### src/core/ocs_regs.svh
// Register map, field positions and reset values of the oscillator block.
// Assumes a 16-bit register file behind an 8-bit AXI4-Lite byte address.
`ifndef OCS_REGS_SVH
`define OCS_REGS_SVH
// -----------------------------------------------------------------------
// Offsets
// -----------------------------------------------------------------------
`define OCS_ADDR_SLOW 8'h00
`define OCS_ADDR_FAST 8'h04
`define OCS_ADDR_FLAGS 8'h08
`define OCS_ADDR_IRQEN 8'h0c
`define OCS_ADDR_SRC 8'h10
`define OCS_ADDR_TRIM 8'h14
// -----------------------------------------------------------------------
// Slow oscillator control fields
// -----------------------------------------------------------------------
`define OCS_SLOW_WT 0
`define OCS_SLOW_NGAIN 4
`define OCS_SLOW_BGAIN 6
`define OCS_SLOW_CAP 8
`define OCS_SLOW_TYPE 11
`define OCS_SLOW_BOOST 12
`define OCS_SLOW_STOPDET 13
`define OCS_SLOW_RESTART 14
`define OCS_SLOW_RESET 16'h5092
`define OCS_SLOW_MASK 16'h7ff3
// -----------------------------------------------------------------------
// Fast oscillator control fields
// -----------------------------------------------------------------------
`define OCS_FAST_WT 0
`define OCS_FAST_GAIN 4
`define OCS_FAST_MD 8
`define OCS_FAST_FQ 10
`define OCS_FAST_RESET 16'h0c16
`define OCS_FAST_MASK 16'h1f37
`define OCS_FAST_LAST_SHIFT 3'h5
// -----------------------------------------------------------------------
// Flags, enables, source control and trimming
// -----------------------------------------------------------------------
`define OCS_FLG_INT 0
`define OCS_FLG_SLOW 1
`define OCS_FLG_FAST 2
`define OCS_FLG_TRIM 4
`define OCS_FLG_STOP 5
`define OCS_FLG_MASK 16'h0037
`define OCS_SRC_RESET 4'h1
`define OCS_SRC_MASK 16'h000f
`define OCS_FAST_WAIT_0 4
`define OCS_TRIM_BIT 4
`define OCS_SLOW_WAIT_1 4096
`define OCS_RESP_OKAY 2'h0
`define OCS_RESP_SLVERR 2'h2
`endif

### src/core/ocs_pkg.sv
// Types shared by the oscillator configuration and status block.
// Assumes the analog oscillator cells consume the configuration struct.
package ocs_pkg;
	typedef enum logic [1:0] {
		FAST_INTERNAL = 2'h0,
		FAST_CR = 2'h1,
		FAST_XTAL = 2'h2
	} ocs_fast_mode_type;
	typedef struct packed {
		logic int_en;
		logic slow_en;
		logic fast_en;
		logic ext_en;
		logic slow_type_int;
		logic [2:0] slow_gate_cap;
		logic slow_boost_active;
		logic [1:0] slow_gain;
		logic slow_restart_en;
		logic stop_det_en;
		logic [2:0] fast_freq;
		logic [1:0] fast_type;
		logic [1:0] fast_gain;
		logic trim_run;
	} ocs_cfg_type;
endpackage

### src/core/ocs_core.sv
// Oscillator configuration, stabilization wait counters and event flags.
// Assumes oscillator clocks and analog events arrive asynchronously on pins.
//
// Local design decisions: the AXI4-Lite interface to the registers and the register offsets.
`include "ocs_regs.svh"
module ocs_core #(
	parameter int CNT_W = 17,
	parameter int SLOW_WAIT_2 = 16384,
	parameter int SLOW_WAIT_3 = 65536,
	parameter int FAST_WAIT_6 = 16384,
	parameter int FAST_WAIT_7 = 65536,
	parameter int INT_WAIT = 256
) (
	// Clock, reset and enable
	input wire logic aclk,
	input wire logic aresetn,
	input wire logic ce,
	// AXI4-Lite write
	input wire logic [7:0] awaddr,
	input wire logic awvalid,
	output logic awready,
	input wire logic [31:0] wdata,
	input wire logic [3:0] wstrb,
	input wire logic wvalid,
	output logic wready,
	output logic [1:0] bresp,
	output logic bvalid,
	input wire logic bready,
	// AXI4-Lite read
	input wire logic [7:0] araddr,
	input wire logic arvalid,
	output logic arready,
	output logic [31:0] rdata,
	output logic [1:0] rresp,
	output logic rvalid,
	input wire logic rready,
	// Oscillator pins: internal, slow, fast
	input wire logic [2:0] osc_clk_in,
	input wire logic stop_detect_in,
	input wire logic trim_done_in,
	// Configuration and interrupt
	output ocs_pkg::ocs_cfg_type osc_cfg,
	output logic irq
);
	// -------------------------------------------------------------------
	// Pin synchronisers
	// -------------------------------------------------------------------
	// A pin edge counts only once the second and third stages agree, so a
	// metastable first stage never produces a spurious count.
	localparam int NPIN = 5;
	logic [NPIN-1:0] pin_in;
	logic [NPIN-1:0] rise;
	assign pin_in = {trim_done_in, stop_detect_in, osc_clk_in};
	genvar gi;
	generate
		for (gi = 0; gi < NPIN; gi++) begin : g_sync
			logic s1_q, s2_q, s3_q, lvl_q;
			always_ff @(posedge aclk) begin
				if (!aresetn) begin
					s1_q <= 1'b0;
					s2_q <= 1'b0;
					s3_q <= 1'b0;
					lvl_q <= 1'b0;
				end else if (ce) begin
					s1_q <= pin_in[gi];
					s2_q <= s1_q;
					s3_q <= s2_q;
					if (s2_q == s3_q) begin
						lvl_q <= s3_q;
					end
				end
			end
			assign rise[gi] = s2_q & s3_q & ~lvl_q;
		end
	endgenerate
	// -------------------------------------------------------------------
	// Registers
	// -------------------------------------------------------------------
	logic [15:0] slow_q, fast_q, flags_q, irqen_q;
	logic [3:0] src_q;
	logic trim_run_q;
	logic [7:0] waddr_q;
	logic [31:0] wdata_q;
	logic [3:0] wstrb_q;
	logic aw_full_q, w_full_q;
	logic do_wr;
	logic [15:0] wmask;
	logic [15:0] flags_d;
	logic [2:0] stab_evt;
	logic trim_evt, stop_evt, trim_wr;
	assign do_wr = ce & aw_full_q & w_full_q & ~bvalid;
	assign wmask = {{8{wstrb_q[1]}}, {8{wstrb_q[0]}}};
	assign trim_wr = do_wr && waddr_q == `OCS_ADDR_TRIM && wstrb_q[0];
	function automatic logic [15:0] merge(input logic [15:0] old,
		input logic [15:0] keep);
		merge = (old & ~(wmask & keep)) | (wdata_q[15:0] & wmask & keep);
	endfunction
	always_ff @(posedge aclk) begin
		if (!aresetn) begin
			slow_q <= `OCS_SLOW_RESET;
			fast_q <= `OCS_FAST_RESET;
			irqen_q <= 16'h0000;
			src_q <= `OCS_SRC_RESET;
		end else if (do_wr) begin
			unique case (waddr_q)
				`OCS_ADDR_SLOW: slow_q <= merge(slow_q, `OCS_SLOW_MASK);
				`OCS_ADDR_FAST: fast_q <= merge(fast_q, `OCS_FAST_MASK);
				`OCS_ADDR_IRQEN: irqen_q <= merge(irqen_q, `OCS_FLG_MASK);
				`OCS_ADDR_SRC: src_q <=
					4'(merge({12'h000, src_q}, `OCS_SRC_MASK));
				default: ;
			endcase
		end
	end
	// Completion of trimming clears the start bit unless software writes
	// the bit in the same cycle, in which case the write is taken.
	always_ff @(posedge aclk) begin
		if (!aresetn) begin
			trim_run_q <= 1'b0;
		end else if (ce) begin
			if (trim_wr) begin
				trim_run_q <= wdata_q[`OCS_TRIM_BIT];
			end else if (trim_evt) begin
				trim_run_q <= 1'b0;
			end
		end
	end
	// -------------------------------------------------------------------
	// Stabilization counters
	// -------------------------------------------------------------------
	logic [2:0] src_en;
	logic [CNT_W-1:0] wait_len [3];
	logic [CNT_W-1:0] cnt_q [3];
	logic [2:0] done_q;
	assign src_en = src_q[2:0];
	always_comb begin
		unique case (slow_q[`OCS_SLOW_WT +: 2])
			2'h2: wait_len[1] = CNT_W'(SLOW_WAIT_2);
			2'h3: wait_len[1] = CNT_W'(SLOW_WAIT_3);
			default: wait_len[1] = CNT_W'(`OCS_SLOW_WAIT_1);
		endcase
		if (fast_q[`OCS_FAST_WT +: 3] <= `OCS_FAST_LAST_SHIFT) begin
			wait_len[2] = CNT_W'(1) <<
				(2 * fast_q[`OCS_FAST_WT +: 3] + 2);
		end else if (fast_q[`OCS_FAST_WT]) begin
			wait_len[2] = CNT_W'(FAST_WAIT_7);
		end else begin
			wait_len[2] = CNT_W'(FAST_WAIT_6);
		end
		wait_len[0] = CNT_W'(INT_WAIT);
	end
	// The internal oscillator is already running out of reset, so its
	// counter starts done and raises no event.
	generate
		for (gi = 0; gi < 3; gi++) begin : g_stab
			assign stab_evt[gi] = ce & src_en[gi] & ~done_q[gi] & rise[gi]
				& (CNT_W'(cnt_q[gi] + 1'b1) >= wait_len[gi]);
			always_ff @(posedge aclk) begin
				if (!aresetn) begin
					cnt_q[gi] <= '0;
					done_q[gi] <= (gi == 0);
				end else if (ce) begin
					if (!src_en[gi]) begin
						cnt_q[gi] <= '0;
						done_q[gi] <= 1'b0;
					end else if (stab_evt[gi]) begin
						done_q[gi] <= 1'b1;
					end else if (!done_q[gi] && rise[gi]) begin
						cnt_q[gi] <= CNT_W'(cnt_q[gi] + 1'b1);
					end
				end
			end
		end
	endgenerate
	// -------------------------------------------------------------------
	// Event flags and interrupt
	// -------------------------------------------------------------------
	assign trim_evt = ce & trim_run_q & rise[4];
	assign stop_evt = ce & slow_q[`OCS_SLOW_STOPDET] & rise[3];
	always_comb begin
		flags_d = flags_q;
		if (do_wr && waddr_q == `OCS_ADDR_FLAGS) begin
			flags_d = flags_q & ~(wdata_q[15:0] & wmask);
		end
		flags_d[`OCS_FLG_INT] = flags_d[`OCS_FLG_INT] | stab_evt[0];
		flags_d[`OCS_FLG_SLOW] = flags_d[`OCS_FLG_SLOW] | stab_evt[1];
		flags_d[`OCS_FLG_FAST] = flags_d[`OCS_FLG_FAST] | stab_evt[2];
		flags_d[`OCS_FLG_TRIM] = flags_d[`OCS_FLG_TRIM] | trim_evt;
		flags_d[`OCS_FLG_STOP] = flags_d[`OCS_FLG_STOP] | stop_evt;
		flags_d = flags_d & `OCS_FLG_MASK;
	end
	always_ff @(posedge aclk) begin
		if (!aresetn) begin
			flags_q <= 16'h0000;
			irq <= 1'b0;
		end else if (ce) begin
			flags_q <= flags_d;
			irq <= |(flags_q & irqen_q);
		end
	end
	// -------------------------------------------------------------------
	// Oscillator configuration
	// -------------------------------------------------------------------
	ocs_pkg::ocs_cfg_type cfg_d;
	always_comb begin
		cfg_d = '0;
		cfg_d.int_en = src_q[0];
		cfg_d.slow_en = src_q[1];
		cfg_d.fast_en = src_q[2];
		cfg_d.ext_en = src_q[3];
		cfg_d.slow_type_int = slow_q[`OCS_SLOW_TYPE];
		cfg_d.slow_gate_cap = slow_q[`OCS_SLOW_CAP +: 3];
		cfg_d.slow_boost_active = slow_q[`OCS_SLOW_BOOST] & src_q[1]
			& ~done_q[1] & ~slow_q[`OCS_SLOW_TYPE];
		cfg_d.slow_gain = cfg_d.slow_boost_active ?
			slow_q[`OCS_SLOW_BGAIN +: 2] :
			slow_q[`OCS_SLOW_NGAIN +: 2];
		cfg_d.slow_restart_en = slow_q[`OCS_SLOW_RESTART];
		cfg_d.stop_det_en = slow_q[`OCS_SLOW_STOPDET];
		cfg_d.fast_freq = fast_q[`OCS_FAST_FQ +: 3];
		cfg_d.fast_type = fast_q[`OCS_FAST_MD +: 2];
		if (fast_q[`OCS_FAST_MD +: 2] == ocs_pkg::FAST_XTAL) begin
			cfg_d.fast_gain = fast_q[`OCS_FAST_GAIN +: 2];
		end
		cfg_d.trim_run = trim_run_q;
	end
	always_ff @(posedge aclk) begin
		if (!aresetn) begin
			osc_cfg <= '0;
		end else if (ce) begin
			osc_cfg <= cfg_d;
		end
	end
	// -------------------------------------------------------------------
	// AXI4-Lite slave
	// -------------------------------------------------------------------
	// Address and data are latched independently so either may come first.
	assign awready = ce & ~aw_full_q & ~bvalid;
	assign wready = ce & ~w_full_q & ~bvalid;
	assign arready = ce & ~rvalid;
	function automatic logic mapped(input logic [7:0] a);
		mapped = a == `OCS_ADDR_SLOW || a == `OCS_ADDR_FAST ||
			a == `OCS_ADDR_FLAGS || a == `OCS_ADDR_IRQEN ||
			a == `OCS_ADDR_SRC || a == `OCS_ADDR_TRIM;
	endfunction
	always_ff @(posedge aclk) begin
		if (!aresetn) begin
			aw_full_q <= 1'b0;
			w_full_q <= 1'b0;
			waddr_q <= 8'h00;
			wdata_q <= 32'h0000_0000;
			wstrb_q <= 4'h0;
			bvalid <= 1'b0;
			bresp <= `OCS_RESP_OKAY;
		end else if (ce) begin
			if (awvalid && awready) begin
				aw_full_q <= 1'b1;
				waddr_q <= awaddr;
			end
			if (wvalid && wready) begin
				w_full_q <= 1'b1;
				wdata_q <= wdata;
				wstrb_q <= wstrb;
			end
			if (do_wr) begin
				aw_full_q <= 1'b0;
				w_full_q <= 1'b0;
				bvalid <= 1'b1;
				bresp <= mapped(waddr_q) ? `OCS_RESP_OKAY : `OCS_RESP_SLVERR;
			end else if (bready) begin
				bvalid <= 1'b0;
			end
		end
	end
	always_ff @(posedge aclk) begin
		if (!aresetn) begin
			rvalid <= 1'b0;
			rdata <= 32'h0000_0000;
			rresp <= `OCS_RESP_OKAY;
		end else if (ce) begin
			if (arvalid && arready) begin
				rvalid <= 1'b1;
				rresp <= mapped(araddr) ? `OCS_RESP_OKAY : `OCS_RESP_SLVERR;
				unique case (araddr)
					`OCS_ADDR_SLOW: rdata <= {16'h0000, slow_q};
					`OCS_ADDR_FAST: rdata <= {16'h0000, fast_q};
					`OCS_ADDR_FLAGS: rdata <= {16'h0000, flags_q};
					`OCS_ADDR_IRQEN: rdata <= {16'h0000, irqen_q};
					`OCS_ADDR_SRC: rdata <= {28'h0000000, src_q};
					`OCS_ADDR_TRIM: rdata <= 32'(trim_run_q) << `OCS_TRIM_BIT;
					default: rdata <= 32'h0000_0000;
				endcase
			end else if (rready) begin
				rvalid <= 1'b0;
			end
		end
	end
endmodule

### config.mk
export PLATFORM = sky130hd
export DESIGN_NAME = ocs_core
export DESIGN_NICKNAME = d
export VERILOG_FILES = /design/src/core/ocs_pkg.sv /design/src/core/ocs_core.sv
export VERILOG_INCLUDE_DIRS = /design/src /design/src/core
export SDC_FILE = /design/constraint.sdc
export NUM_CORES = 1
export LEC_CHECK = 0
export ABC_AREA = 1
export BUFFER_PORTS_ARGS = -buffer_cell sky130_fd_sc_hd__clkbuf_2
export CAP_MARGIN = 20
export CELL_PAD_IN_SITES_DETAIL_PLACEMENT = 1
export CELL_PAD_IN_SITES_GLOBAL_PLACEMENT = 2
export CORE_ASPECT_RATIO = 1.4
export CORE_MARGIN = 1
export CORE_UTILIZATION = 36
export CTS_CLUSTER_SIZE = 30
export DETAILED_ROUTE_END_ITERATION = 10
export PLACE_DENSITY = 0.91
export SLEW_MARGIN = 10
export SYNTH_ARGS = -nofsm -noshare
export SYNTH_HDL_FRONTEND = slang
export SYNTH_SLANG_ARGS = --single-unit
### constraint.sdc
create_clock -name aclk -period 10.9 [get_ports aclk]
set_clock_uncertainty 0.2 [all_clocks]
set_input_delay 0.545 -clock aclk [delete_from_list [all_inputs] [get_ports aclk]]
set_output_delay 0.545 -clock aclk [all_outputs]
set_load 0.02 [all_outputs]
==> results of run 1 <==
final cells by class:
cell class / count / area share, %
inverter: 148 / 5.47
clock inverter: 5 / 0.555
multi-input combinational: 788 / 39.4
sequential: 180 / 40.5
tap: 310 / 3.82
timing repair buffer: 94 / 4.76
clock buffer: 27 / 5.51
cells in the mapped netlist (all sizes together):
| master | number | share of area (%) |
|---|---|---|
| a2111oi | 1 | 0.17 |
| a211oi | 11 | 0.93 |
| a21oi | 64 | 3.6 |
| a221oi | 1 | 0.099 |
| a22o | 1 | 0.099 |
| a31o | 1 | 0.099 |
| a31oi | 1 | 0.071 |
| and2 | 2 | 0.14 |
| and3 | 1 | 0.071 |
| buf | 27 | 2.2 |
| clkbuf | 25 | 1.1 |
| clkinv | 1 | 0.042 |
| conb | 1 | 0.042 |
| dfxtp | 129 | 29 |
| edfxtp | 51 | 17 |
| ha | 22 | 3.1 |
| inv | 147 | 6.2 |
| nand2 | 203 | 8.8 |
| nand3 | 59 | 3.5 |
| nand4 | 18 | 1.7 |
| nor2 | 200 | 9.3 |
| nor3 | 21 | 1.4 |
| nor3b | 2 | 0.17 |
| nor4 | 4 | 0.45 |
| o2111ai | 1 | 0.099 |
| o211ai | 16 | 1.4 |
| o21a | 3 | 0.25 |
| o21ai | 93 | 5.3 |
| o22ai | 4 | 0.28 |
| o311ai | 1 | 0.099 |
| o31ai | 1 | 0.085 |
| or2 | 3 | 0.21 |
| xnor2 | 9 | 0.89 |
| xor2 | 16 | 1.6 |
where the power goes:
part | internal (µW) | switching [µW]
registers | 714 | 18.8
logic | 38.9 | 88.7
clock network | 377 | 264
worst min-delay path: stages:
cell and delay (ns):
clkbuf_2 0.08, nor2_1 0.03, nor2_1 0.08
layout by cell type (no fill, tap or decap), drive strengths merged, types with 4 or more instances in the layout:
master,n
nor3,21
o22ai,4
a21oi,64
inv,149
nand4,18
dfxtp,129
xnor2,9
xor2,16
a211oi,11
nand2,203
clkbuf,116
ha,22
o211ai,16
nand3,59
nor2,200
edfxtp,51
nor4,4
o21ai,93
conb,29
buf,5
logic make-up (layout without fill, tap and decap cells):
family,count (synthesis),count (layout),share of synthesized area (%)
xor gates and xnor gates,25,25,2.47
and+or+nand+nor,513,513,25.8
AOI/OAI and AO/OA,199,199,12.6
other,1,29,0.0424
DFF,180,180,46.5
adders and majority gates,22,22,3.11
buffers and inverters,200,274,9.52
metal layers:
layer / global-route usage (%) / vias to the layer above
met5: 0 / -
met4: 6.91 / 0
met3: 3.63 / 29
met2: 38.8 / 96
met1: 21.3 / 3588
li1: - / 3855
final timing paths:
kind / to / startpoint
max reg2reg: cnt_q[2][16] / cnt_q[2][0]
max: cnt_q[2][16] / cnt_q[2][0]
min reg2reg: done_q[1] / done_q[1]
min: g_sync[4].s1_q / trim_done_in
per-stage QoR:
step	cell area, µm²	cells
2_1_floorplan	8950	1168
3_3_place_gp	9540	1520
3_5_place_dp	9540	1520
4_1_cts	10200	1552
5_1_grt	10200	1552
6_report	10200	1552
==> flow_summary.json, run 1 <==
{
  "status": "finished clean",
  "cts_root_buffer": "clkbuf_16",
  "cts_setup_buffers": 0,
  "cp_slowest_cell": "nand2_1",
  "hpwl_mm": 17.7,
  "design.core.area_um2": 24100,
  "worst_slew_pin_slew_ns": 0.929,
  "fill_cells": 2965,
  "end_kind": "flop",
  "met3_wirelength_um": 554,
  "path_class": "flop to flop",
  "gp_congestion": 0.793,
  "track_usage_pct": 20.1,
  "cts_tree": "yes",
  "num-nets-final": 1316,
  "numCtsBuffers": 17,
  "regArea_um2": 4110,
  "vias": 7568,
  "critical_path_depth": 15,
  "multiInputGateArea_um2": 4000,
  "syn_inst": 1140,
  "first_pass_iters": 4,
  "cts-htree-levels": 4,
  "rsz0062_at_grt": "false",
  "report.final.slew_viol_count": 0,
  "cp_top_family": "simple AND/OR/NAND/NOR gates",
  "slowest_delay_ns": 0.76,
  "antenna_left": 0,
  "reg2regPathDepth": 15,
  "period_needed_ns": 4.63,
  "pre_cts_ws_ns": 6.28,
  "ioPinCount": 128,
  "io_buffers": 89,
  "cap_violations": 0,
  "wl_met2_mm": 13.2,
  "drc": 0,
  "slew_headroom_pct": 37.9,
  "drt-met1-wl_mm": 9.60,
  "peakVddDrop_mv": 0.132,
  "die-area_um2": 25200,
  "critPathMaxFanout": 18,
  "clk_latency_ns": 0.44,
  "grt_max_degree": 61,
  "grt_pass1_vias": 7927,
  "rrSetupSlack_ns": 6.27,
  "fin_crit_sh_pct": 42.5,
  "timing.setup.tns_ns": 0,
  "seq_area_frac_synth_pct": 46.5,
  "wire_per_inst_um": 15.4,
  "cp.arrival_ns": 4.50,
  "ctsHoldBuffers": 0,
  "netlist_area_um2": 8850,
  "required_ns": 10.76,
  "grt_pass1_wl_mm": 39.6,
  "synth_warnings": 0,
  "p_leak_uw": 0.00443,
  "syn_area_per_cell_um2": 7.76,
  "die_height_um": 187,
  "clk_pin_slew_ns": 0.07,
  "worst_setup_path_start_kind": "flop",
  "path_cells": "ha_1 > nand2_1 > nor3_1 > nand2_1 > nor3_1 > nand4_1 > xor2_1 > inv_1 > ha_1 > or2_2 > nand2_1 > nand2_1 > inv_2 > nand4_4 > nand2_1",
  "min_path_cells": 3,
  "cts_buffer_depth": 2,
  "hold_viol_final": 0,
  "drt_iter0_drc": 273,
  "fp.dieW_um": 134,
  "initial_core_util_pct": 36.8,
  "synth_seq_cells": 180,
  "routed.top_layer": "met4",
  "layout-area-overhead-vs-synth_pct": 14.7,
  "antenna_found_initial": 0,
  "holdWs_ns": 0.135,
  "setup_viol": 0,
  "drive_above_1_share_pct": 13.8,
  "total_power_uw": 1500,
  "powerDensity_nw_per_um2": 148,
  "yosysUniqueCellTypes": 50,
  "worst-path-buf-inv": 2,
  "fin_ws_ns": 6.27,
  "overflow": 0,
  "drt_wl_total_mm": 23.9,
  "insertedDiodeCount": 0,
  "fmax_mhz": 216,
  "cts_resized": 0,
  "utilization_pct": 42.2,
  "critPathMostFrequentCell": "nand2_1",
  "cts.sinks": 180,
  "num_rows": 67,
  "routed_via_density": 4.88,
  "hp-class": "input port to flop"
}
(Power assumes the default switching activity.)
==> inputs of run 2 (changes only) <==
Settings changed: CORE_UTILIZATION 36 to 33, PLACE_DENSITY 0.91 to 0.85.
Clock period 10.9 ns to 4.41 ns, I/O delays scaled along.
==> flow_summary.json, run 2 (synthesized netlist as in run 1, its figures left out) <==
{
  "status": "finished clean",
  "cp_slowest_cell": "edfxtp_1",
  "fmax_mhz": 257,
  "min_path_cells": 4,
  "die-area_um2": 27500,
  "drc": 0,
  "slowest_delay_ns": 0.47,
  "hold_viol_final": 0,
  "report.final.slew_viol_count": 0,
  "design.core.area_um2": 26300,
  "final_cells": 1606,
  "total_power_uw": 3680,
  "critPathMostFrequentCell": "nand2_1",
  "clk_latency_ns": 0.44,
  "die_height_um": 196,
  "required_ns": 4.39,
  "gp_congestion": 0.770,
  "layout-area-overhead-vs-synth_pct": 19.0,
  "utilization_pct": 40.1,
  "drive_above_1_share_pct": 14.1,
  "r2r-end": "cnt_q[2][12]",
  "grt_max_degree": 68,
  "overflow": 0,
  "io_buffers": 89,
  "first_pass_iters": 4,
  "track_usage_pct": 18.4,
  "wire_per_inst_um": 14.9,
  "antenna_left": 0,
  "routed_via_density": 4.80,
  "post-place-cells": 1540,
  "cp_top_family": "simple AND/OR/NAND/NOR gates",
  "grt_pass1_vias": 7869,
  "drt_iter0_drc": 230,
  "antenna_found_initial": 0,
  "reg2regPathDepth": 19,
  "r2r-start": "cnt_q[2][0]",
  "fp.dieW_um": 140,
  "peakVddDrop_mv": 0.267,
  "initial_core_util_pct": 33.7,
  "rsz0062_at_grt": "false",
  "slew_headroom_pct": 42.4,
  "cp.arrival_ns": 3.87,
  "insertedDiodeCount": 0,
  "clk_pin_slew_ns": 0.07,
  "setup_viol": 0,
  "vias": 7709,
  "rrSetupSlack_ns": 0.52,
  "ioPinCount": 128,
  "powerDensity_nw_per_um2": 349,
  "path_class": "flop to flop",
  "worst-path-buf-inv": 3,
  "cts_root_buffer": "clkbuf_16",
  "layout_commonest_cell": "nand2_1",
  "worst_slew_pin_slew_ns": 0.861,
  "ctsHoldBuffers": 34,
  "path_cells": "ha_1 > nand2_1 > nor3_1 > nand2_1 > nor3_1 > nand4_1 > xor2_1 > inv_1 > ha_1 > nand2_1 > nor3b_1 > nand3_1 > nor2_1 > nand3_1 > nand2_1 > inv_2 > nand4_4 > buf_4 > nor2_1",
  "drt_wl_total_mm": 24.0,
  "timing.setup.tns_ns": 0,
  "mostFrequentLayoutCells": "nand2_1, nor2_1, inv_1",
  "cts_resized": 0,
  "grt_pass1_wl_mm": 39.5,
  "period_needed_ns": 3.89,
  "numCtsBuffers": 17,
  "fin_crit_sh_pct": 88.3,
  "hpwl_mm": 18.0,
  "cts_tree": "yes",
  "num-nets-final": 1356,
  "cap_violations": 0,
  "critPathMaxFanout": 13,
  "p_leak_uw": 0.00458,
  "cts.sinks": 180,
  "num_rows": 70,
  "fill_cells": 3266,
  "cts_setup_buffers": 0,
  "hp-class": "input port to flop",
  "min_from": "araddr[3]",
  "hold_end": "rdata[1]",
  "end_kind": "flop",
  "cts-htree-levels": 4,
  "worst_setup_path_start_kind": "flop",
  "cts_buffer_depth": 2
}
run 2: cell types whose count changed in the layout (fill, tap and decap cells not counted), sizes merged, moves of 2 or more:
cell and delta:
inv +2, clkinv +2, clkbuf -6, dlygate4sd3 +34, buf +6
run 2: area by class of cell:
cell class / instances / area, µm² / share of cell area, %
clock buffers: 21 / 460 / 4.38
clock inverters: 11 / 124 / 1.18
inverters: 148 / 556 / 5.28
multi-input cells: 788 / 4000 / 38.0
flip-flops and latches: 180 / 4110 / 39.1
well taps: 324 / 405 / 3.85
repair buffers: 134 / 868 / 8.25
run 2: worst register-to-register path: cells and delay by family (launching register included):
| kind | cells | cell delay [ns] |
|---|---|---|
| flops | 1 | 0.47 |
| fa+ha+maj | 2 | 0.56 |
| buf+inv | 3 | 0.37 |
| xor+xnor | 1 | 0.25 |
| simple gates | 13 | 1.79 |
run 2: how the worst max path moves through the flow:
stage | from | end | slack (ns) | cells after the start
2_1_floorplan | cnt_q[2][0] | cnt_q[2][0] | 0.72 | 16
5_1_grt | cnt_q[2][0] | cnt_q[2][12] | 0.12 | 19
3_5_place_dp | cnt_q[2][0] | cnt_q[2][12] | 0.51 | 19
4_1_cts | cnt_q[2][0] | cnt_q[2][12] | 0.44 | 19
6_report | cnt_q[2][0] | cnt_q[2][12] | 0.52 | 19
3_3_place_gp | cnt_q[2][0] | cnt_q[2][7] | 0.60 | 19
run 2: metal layers:
metal	up-vias	global-route usage, %	wire length, µm
met5	-	0	0
met4	0	6.51	551
met3	32	3.17	632
met2	100	34.9	12700
met1	3645	20.5	10100
li1	3932	-	-
run 2: per-stage QoR:
stage | hold WS, ns | cell area (µm²) | worst slack [ns]
after global routing | 0.0583 | 10500 | 0.120
after global placement | 0.243 | 9600 | 0.598
final | 0.0339 | 10500 | 0.518
after floorplan | 0.155 | 8950 | 0.717
after detailed placement | 0.256 | 9600 | 0.507
after CTS | 0.0148 | 10500 | 0.441
run 2: where the power goes:
group / internal [µW] / total [µW] / switching [µW] / leakage [µW]
clock: 868 / 1530 / 657 / 0.000285
combinational: 117 / 342 / 225 / 0.00270
sequential: 1760 / 1810 / 45.6 / 0.00160
